$ cat config.mk
export PLATFORM = sky130hd
export DESIGN_NAME = watchdog_timeout_control
export DESIGN_NICKNAME = d
export VERILOG_FILES = /design/src/pkg/wd_pkg.sv /design/src/logic/watchdog_timeout_control.sv
export SDC_FILE = /design/constraint.sdc
export NUM_CORES = 1
export LEC_CHECK = 0
export ABC_AREA = 1
export BUFFER_PORTS_ARGS = -buffer_cell sky130_fd_sc_hd__buf_2
export CAP_MARGIN = 20
export CORE_UTILIZATION = 50
export DETAILED_ROUTE_END_ITERATION = 16
export MAX_ROUTING_LAYER = met4
export PLACE_DENSITY = 0.77
export SYNTH_ARGS = -nofsm -noshare
export SYNTH_HDL_FRONTEND = slang
export SYNTH_SLANG_ARGS = --single-unit
$ cat constraint.sdc
create_clock -name clk -period 2.37 [get_ports clk]
set_input_delay 0.3555 -clock clk [delete_from_list [all_inputs] [get_ports clk]]
set_output_delay 0.3555 -clock clk [all_outputs]
set_load 0.02 [all_outputs]
$ cat src/pkg/wd_pkg.sv
// Package holding register map, field positions, vectors and timing constants of the watchdog
package wd_pkg;

	// Register offsets on the local register port
	localparam int         ADDR_W           = 4;
	localparam logic [3:0] OFS_CONTROL      = 4'h0;
	localparam logic [3:0] OFS_RESET_STATUS = 4'h1;
	localparam logic [3:0] OFS_IRQ_STATUS   = 4'h2;
	localparam logic [3:0] OFS_IRQ_MASK     = 4'h3;

	// Field positions in watchdog_control_status
	localparam int BIT_IRQ_FLAG  = 7;
	localparam int BIT_IRQ_EN    = 6;
	localparam int BIT_SEL3      = 5;
	localparam int BIT_CHANGE_EN = 4;
	localparam int BIT_RESET_EN  = 3;
	localparam int BIT_SEL2      = 2;
	localparam int BIT_SEL1      = 1;
	localparam int BIT_SEL0      = 0;

	// Field position of the reset flag in mcu_reset_status_reg
	localparam int BIT_RESET_FLAG = 3;

	// Event bits of the interrupt status and mask registers
	localparam int EVT_W     = 2;
	localparam int EVT_IRQ   = 0;
	localparam int EVT_RESET = 1;

	// Reset values
	localparam logic [3:0]       SELECT_RESET = 4'h0;
	localparam logic [EVT_W-1:0] MASK_RESET   = 2'h0;

	// Timing
	localparam logic [2:0] CHANGE_WINDOW_CYCLES = 3'h4;
	localparam int         OSC_FREQ_KHZ         = 128;
	localparam int         TIMEOUT_BASE_CYCLES  = 2048;
	localparam int         COUNT_W              = 21;
	localparam logic [3:0] MAX_SELECT           = 4'h9;

	// Vector slots
	localparam logic [5:0]  WD_IRQ_VECTOR    = 6'h0d;
	localparam logic [15:0] WD_IRQ_ADDR      = 16'h0018;
	localparam logic [5:0]  SYS_RESET_VECTOR = 6'h01;
	localparam logic [15:0] SYS_RESET_ADDR   = 16'h0000;

	// Operating modes
	typedef enum logic [1:0] {
		MODE_STOPPED   = 2'b00,
		MODE_IRQ       = 2'b01,
		MODE_RESET     = 2'b10,
		MODE_IRQ_RESET = 2'b11
	} mode_t;

	// Register port request
	typedef struct packed {
		logic              write;
		logic              read;
		logic [ADDR_W-1:0] addr;
		logic [7:0]        wdata;
	} reg_req_t;

	// Vector slot carried with a request
	typedef struct packed {
		logic [5:0]  number;
		logic [15:0] address;
	} vector_t;

endpackage

$ cat src/logic/watchdog_timeout_control.sv
// Watchdog time-out control: protected control register, time-out counter, interrupt and reset requests
//
// Implementation choices: the placing of the registers and the plain strobed port.
`timescale 1ns/100ps
module watchdog_timeout_control
	import wd_pkg::*;
#(
	parameter int TIMEOUT_BASE = TIMEOUT_BASE_CYCLES,
	parameter int CNT_W        = COUNT_W
)
(
	// Clock, reset and enable
	input  wire logic     clk,
	input  wire logic     rst_b,
	input  wire logic     clk_en,
	// Register port
	input  wire reg_req_t reg_req,
	output logic [7:0]    reg_rdata,
	// Watchdog oscillator and strap
	input  wire logic     wd_osc_clk,
	input  wire logic     always_on_fuse,
	// CPU side
	input  wire logic     wd_restart,
	input  wire logic     irq_vector_ack,
	output logic          wd_irq_req,
	output vector_t       wd_irq_vector,
	output logic          sys_reset_req,
	output vector_t       sys_reset_vector,
	output logic          irq
);

	// Synchronisers and oscillator edge
	logic             osc_s1;
	logic             osc_s2;
	logic             osc_s3;
	logic             fuse_s1;
	logic             fuse_s;
	logic             osc_tick;
	// Control register fields
	logic             wd_irq_flag;
	logic             wd_irq_enable;
	logic             wd_change_enable;
	logic             wd_reset_enable;
	logic [3:0]       timeout_select;
	logic [2:0]       window_left;
	logic             wd_reset_flag;
	// Counter and mode
	logic [CNT_W-1:0] count;
	logic [CNT_W-1:0] limit;
	logic [3:0]       sel_eff;
	logic             eff_reset_en;
	logic             eff_irq_en;
	mode_t            mode;
	logic             take_irq;
	logic             take_reset;
	logic             timeout_hit;
	// Register decode and interrupt registers
	logic             ctl_wr;
	logic             ctl_rd;
	logic             rst_wr;
	logic             stat_rd;
	logic             mask_wr;
	logic [3:0]       next_select;
	logic [EVT_W-1:0] irq_status;
	logic [EVT_W-1:0] irq_mask;
	logic [EVT_W-1:0] evt_set;

	// Oscillator and fuse pass two flops before anything looks at them
	always_ff @(posedge clk)
	begin
		if (!rst_b)
		begin
			osc_s1  <= 1'b0;
			osc_s2  <= 1'b0;
			osc_s3  <= 1'b0;
			fuse_s1 <= 1'b0;
			fuse_s  <= 1'b0;
		end
		else if (clk_en)
		begin
			osc_s1  <= wd_osc_clk;
			osc_s2  <= osc_s1;
			osc_s3  <= osc_s2;
			fuse_s1 <= always_on_fuse;
			fuse_s  <= fuse_s1;
		end
	end

	// One tick per rising oscillator edge; the oscillator must stay well below clk/4
	assign osc_tick = osc_s2 & ~osc_s3;
	// Register decode
	assign ctl_wr  = clk_en & reg_req.write & (reg_req.addr == OFS_CONTROL);
	assign ctl_rd  = clk_en & reg_req.read  & (reg_req.addr == OFS_CONTROL);
	assign rst_wr  = clk_en & reg_req.write & (reg_req.addr == OFS_RESET_STATUS);
	assign stat_rd = clk_en & reg_req.read  & (reg_req.addr == OFS_IRQ_STATUS);
	assign mask_wr = clk_en & reg_req.write & (reg_req.addr == OFS_IRQ_MASK);
	// Select field gathered from the scattered control bits
	assign next_select = {reg_req.wdata[BIT_SEL3], reg_req.wdata[BIT_SEL2],
		reg_req.wdata[BIT_SEL1], reg_req.wdata[BIT_SEL0]};
	// Effective enables: the fuse locks reset on and interrupt off
	assign eff_reset_en = fuse_s | wd_reset_enable | wd_reset_flag;
	assign eff_irq_en   = wd_irq_enable & ~fuse_s;
	assign mode         = mode_t'({eff_reset_en, eff_irq_en});

	// Action chosen for a time-out in each mode
	always_comb
	begin
		take_irq   = 1'b0;
		take_reset = 1'b0;
		case (mode)
			MODE_IRQ:
				take_irq = 1'b1;
			MODE_RESET:
				take_reset = 1'b1;
			MODE_IRQ_RESET:
			begin
				// First time-out interrupts; a flag left pending escalates to reset
				take_irq   = ~wd_irq_flag;
				take_reset = wd_irq_flag;
			end
			default:
			begin
				take_irq   = 1'b0;
				take_reset = 1'b0;
			end
		endcase
	end

	// Reserved codes fall back to the longest length
	assign sel_eff     = (timeout_select > MAX_SELECT) ? MAX_SELECT : timeout_select;
	assign limit       = CNT_W'(TIMEOUT_BASE) << sel_eff;
	assign timeout_hit = clk_en & osc_tick & (mode != MODE_STOPPED) & ~wd_restart
		& (count == limit - CNT_W'(1));

	// Time-out counter in oscillator cycles
	always_ff @(posedge clk)
	begin
		if (!rst_b)
			count <= '0;
		else if (clk_en)
		begin
			// A shorter length must not fire against an old long count
			if (wd_restart || (ctl_wr && wd_change_enable && next_select != timeout_select))
				count <= '0;
			else if (mode == MODE_STOPPED || timeout_hit)
				count <= '0;
			else if (osc_tick)
				count <= count + CNT_W'(1);
		end
	end

	// Change window: opened by a write with change enable set, closed by hardware
	always_ff @(posedge clk)
	begin
		if (!rst_b)
		begin
			wd_change_enable <= 1'b0;
			window_left      <= 3'h0;
		end
		else if (clk_en)
		begin
			if (ctl_wr && reg_req.wdata[BIT_CHANGE_EN])
			begin
				wd_change_enable <= 1'b1;
				window_left      <= CHANGE_WINDOW_CYCLES;
			end
			else if (ctl_wr)
			begin
				// The protected write itself uses up the window
				wd_change_enable <= 1'b0;
				window_left      <= 3'h0;
			end
			else if (window_left != 3'h0)
			begin
				window_left      <= window_left - 3'h1;
				wd_change_enable <= (window_left != 3'h1);
			end
		end
	end

	// Reset enable and time-out select are only loosened inside the window
	always_ff @(posedge clk)
	begin
		if (!rst_b)
		begin
			wd_reset_enable <= 1'b0;
			timeout_select  <= SELECT_RESET;
		end
		else if (ctl_wr)
		begin
			if (reg_req.wdata[BIT_RESET_EN])
				wd_reset_enable <= 1'b1;
			else if (wd_change_enable)
				wd_reset_enable <= 1'b0;
			if (wd_change_enable)
				timeout_select <= next_select;
		end
	end

	// Interrupt enable; executing the vector in combined mode drops back to reset mode
	always_ff @(posedge clk)
	begin
		if (!rst_b)
			wd_irq_enable <= 1'b0;
		else if (clk_en)
		begin
			if (ctl_wr)
				wd_irq_enable <= reg_req.wdata[BIT_IRQ_EN];
			else if (irq_vector_ack && eff_reset_en)
				wd_irq_enable <= 1'b0;
		end
	end

	// Interrupt flag: set wins over both ways of clearing it
	always_ff @(posedge clk)
	begin
		if (!rst_b)
			wd_irq_flag <= 1'b0;
		else if (clk_en)
		begin
			if (timeout_hit && take_irq)
				wd_irq_flag <= 1'b1;
			else if (irq_vector_ack || (ctl_wr && reg_req.wdata[BIT_IRQ_FLAG]))
				wd_irq_flag <= 1'b0;
		end
	end

	// Reset flag: set by our own system reset, cleared by writing zero
	always_ff @(posedge clk)
	begin
		if (!rst_b)
			wd_reset_flag <= 1'b0;
		else if (clk_en)
		begin
			if (timeout_hit && take_reset)
				wd_reset_flag <= 1'b1;
			else if (rst_wr && !reg_req.wdata[BIT_RESET_FLAG])
				wd_reset_flag <= 1'b0;
		end
	end

	// System reset request, one cycle per time-out that takes the reset action
	always_ff @(posedge clk)
	begin
		if (!rst_b)
			sys_reset_req <= 1'b0;
		else if (clk_en)
			sys_reset_req <= timeout_hit & take_reset;
	end

	// Vector slots carried beside the requests
	assign wd_irq_vector    = '{number: WD_IRQ_VECTOR, address: WD_IRQ_ADDR};
	assign sys_reset_vector = '{number: SYS_RESET_VECTOR, address: SYS_RESET_ADDR};
	assign wd_irq_req       = wd_irq_flag & eff_irq_en;
	// Sticky event status, cleared by reading it; a new event wins
	assign evt_set = {timeout_hit & take_reset, timeout_hit & take_irq};
	always_ff @(posedge clk)
	begin
		if (!rst_b)
			irq_status <= '0;
		else if (clk_en)
			irq_status <= (stat_rd ? '0 : irq_status) | evt_set;
	end

	// Interrupt mask
	always_ff @(posedge clk)
	begin
		if (!rst_b)
			irq_mask <= MASK_RESET;
		else if (mask_wr)
			irq_mask <= reg_req.wdata[EVT_W-1:0];
	end
	assign irq = |(irq_status & irq_mask);

	// Read data stand for the one cycle after the read strobe
	always_ff @(posedge clk)
	begin
		if (!rst_b)
			reg_rdata <= 8'h00;
		else if (clk_en)
		begin
			reg_rdata <= 8'h00;
			if (reg_req.read)
			begin
				case (reg_req.addr)
					OFS_CONTROL:
						reg_rdata <= {wd_irq_flag, eff_irq_en, timeout_select[3],
							wd_change_enable, eff_reset_en, timeout_select[2:0]};
					OFS_RESET_STATUS:
						reg_rdata <= 8'(wd_reset_flag) << BIT_RESET_FLAG;
					OFS_IRQ_STATUS:
						reg_rdata <= {6'h00, irq_status};
					OFS_IRQ_MASK:
						reg_rdata <= {6'h00, irq_mask};
					default:
						reg_rdata <= 8'h00;
				endcase
			end
		end
	end
endmodule // watchdog_timeout_control

==> results.json <==
{
  "cpLargestDelayFamily": "simple AND/OR/NAND/NOR gates",
  "crit_path_start_kind": "register",
  "drv_slew": 0,
  "remaining_drc_errors": 0,
  "max_freq_ghz": 0.438,
  "crit_required_ns": 2.55,
  "async_flop_share_pct": 0,
  "cts-root-buf": "clkbuf_8",
  "post-route-min-period_ns": 2.28,
  "end_kind": "register",
  "grt_pass1_wl_um": 13200,
  "post_drt_wl_per_cell_um": 13.3,
  "setup.worst_path.start": "timeout_select[2]",
  "crit_slowest_cell": "dfxtp_2",
  "crit_chain": "nor2_4 > nand3_2 > ha_4 > inv_2 > nand2_2 > nand2_2 > nor2_1 > nand3_1 > nor2_1 > nand2_1 > nor2_4 > nand2_4 > nand3_4 > nand2_8 > o21ai_2 > nor2_1",
  "antenna_found_initial": 0,
  "hpwlAfterDp_um": 5970,
  "grtUsageTotal_pct": 23.3,
  "fin_ws_ns": 0.0868,
  "clkTransAtPathRegs_ns": 0.11,
  "drtIter0Drc": 269,
  "yosys.area.top_type_share_pct": 29.4,
  "cts_tree": "built",
  "seq_power_share_pct": 48.6,
  "layout_common_cells": "101 x nand2_1, 79 x nor2_1, 50 x dfxtp_1",
  "synth-seq-cells": 51,
  "core_um2": 6760,
  "p_leak_nw": 1.71,
  "power.density_nw_per_um2": 505,
  "gp_congestion": 0.947,
  "finalCritPeriodShare_pct": 96.3,
  "tightest_slew_ns": 0.623,
  "cts_sinks": 51,
  "grt_pass1_vias": 2941,
  "slowest_delay_ns": 0.35,
  "ios": 76,
  "hp-class": "input pin to register",
  "firstDrtPassIters": 6,
  "syn_area_um2": 3470,
  "hold_depth": 3,
  "setup_violations": 0,
  "fp.dieArea_um2": 7280,
  "clock_latency_ns": 0.32,
  "die_h_um": 85.3,
  "ys_warn_count": 0,
  "syn_inst": 532,
  "slew_headroom_pct": 58.4,
  "yosys-top-cells-area": "dfxtp_1 29%, nand2_1 12%, buf_4 10%, nor2_1 8.8%, inv_1 5.2%",
  "synth_edf_count": 0,
  "crit_fanout": 6,
  "antenna_left": 0,
  "synth_top_area_cell": "dfxtp_1",
  "clock_power_share_pct": 27.8,
  "peakVddDrop_mv": 0.296,
  "final_common_cell": "nand2_1",
  "synth_cell_types": 36,
  "status": "finished clean",
  "path_common_cell": "nor2_1",
  "pre_cts_ws_ns": 0.0649,
  "fin_util_pct": 58.1,
  "antenna_cells": 0,
  "cts-htree-levels": 2,
  "grt_max_degree": 37,
  "pwr-share-comb_pct": 23.6,
  "cap_viol_max_count": 0,
  "grt-ovfl-total": 0,
  "clock_skew_ns": 0.0163,
  "cts_buffer_depth": 2,
  "worstPathArrival_ns": 2.46,
  "final_nets": 600,
  "p_sw_share_pct": 35.0,
  "worst-path-buf-inv": 1,
  "internal-power_mw": 1.29,
  "ys.flop_type": "dfxtp_1",
  "floorplan.initialDensity_pct": 51.4,
  "rows": 30,
  "crit_type": "register to register",
  "drive_gt1_share_pct": 18.6,
  "routed_via_density": 5.20,
  "portBuffers": 31,
  "hold_viol_final": 0,
  "die_x_um": 85.3,
  "n_fill_cell": 632,
  "avgSynthCellArea_um2": 6.53,
  "crit_cells": 16,
  "rsz0062_at_grt": "yes",
  "power_mw": 1.98,
  "seq_area_frac_synth_pct": 29.4,
  "dr_total_vias": 3403,
  "min_from": "always_on_fuse",
  "numCtsBuffers": 5,
  "drt_wl_total_um": 8710,
  "switchingPower_mw": 0.694,
  "reg2reg_depth": 16,
  "syn_to_final_growth_pct": 13.0,
  "r2r-start": "timeout_select[2]"
}
-- cells in the mapped netlist, types with 4 or more instances --
cell	count
o21ai_0	14
nor2_2	4
inv_2	6
inv_1	48
dfxtp_1	51
a21oi_1	34
nand2_1	107
o21ai_1	17
nand2_2	5
nor3_1	10
nand4_1	12
buf_4	48
xnor2_1	7
xor2_1	16
nor2_1	81
nand3_1	35
clkbuf_1	6
ha_1	5
-- per-layer routing --
metal  up-vias  global-route usage (%)  routed length, µm
li1       1710                       -                  -
met1      1539                    30.9               3970
met2       139                    36.7               4060
met3        15                    2.72                524
met4         0                    8.48                156
met5         -                       -                  0
-- layout make-up --
class,instances,area [µm²],share of cell area [%]
inverters,54,205,5.23
clock inverters,3,27.5,0.702
multi-input cells,416,2200,56.0
well taps,80,100,2.55
flip-flops and latches,51,1020,26.1
repair buffers,46,302,7.68
clock buffers,5,68.8,1.75
-- state kept, by name, summed over array words and instances, names as in the netlist, 2 cells and up --
register	flops
count	21
irq_mask	2
irq_status	2
reg_rdata	8
timeout_select	4
window_left	3
-- final timing paths --
check,to,slack (ns)
setup / recovery,count[10],0.09
hold / removal,fuse_s1,0.25
setup reg to reg,count[10],0.09
hold reg to reg,reg_rdata[5],0.47
-- kinds of logic (layout without fill, tap and decap cells) --
| kind of cell | Yosys count | count (layout) | share of synthesized area [%] |
|---|---|---|---|
| DFF | 51 | 51 | 29.4 |
| other | 2 | 44 | 0.216 |
| AOI/OAI and AO/OA | 74 | 74 | 11.3 |
| xor gates and xnor gates | 23 | 23 | 5.80 |
| buffers and inverters | 113 | 108 | 17.9 |
| adders and majority gates | 5 | 5 | 1.80 |
| and+or+nand+nor | 264 | 270 | 33.6 |
-- per-stage QoR --
stage | TNS, ns | instance area, µm² | hold slack, ns | cells
6_report | 0 | 3920 | 0.253 | 655
5_1_grt | -0.976 | 3920 | 0.241 | 655
4_1_cts | 0 | 3670 | 0.253 | 647
3_5_place_dp | 0 | 3580 | 0.454 | 639
3_3_place_gp | 0 | 3580 | 0.452 | 639
2_1_floorplan | 0 | 3630 | 0.441 | 574
-- worst reg2reg max path, cell delays in order, from the launching register on --
cell	delay, ns
dfxtp_2	0.35
nor2_4	0.14
nand3_2	0.12
ha_4	0.29
inv_2	0.03
nand2_2	0.05
nand2_2	0.06
nor2_1	0.08
nand3_1	0.07
nor2_1	0.10
nand2_1	0.09
nor2_4	0.16
nand2_4	0.09
nand3_4	0.20
nand2_8	0.12
o21ai_2	0.14
nor2_1	0.05
-- power by group through the flow --
stage	Clock [mW]	Combinational [mW]	Sequential, mW
floorplan	0	0.387	0.964
global placement	0	0.393	0.977
detailed placement	0	0.408	0.979
CTS	0.556	0.410	0.959
finish	0.552	0.467	0.963
global route	0.595	0.524	0.968
-- repair_timing --
item,in CTS,in global routing
hold buffers,0,0
setup endpoints to repair,0,21
resized for setup,0,37
setup buffers,0,1
No activity file was read; power rests on OpenSTA's default activity.
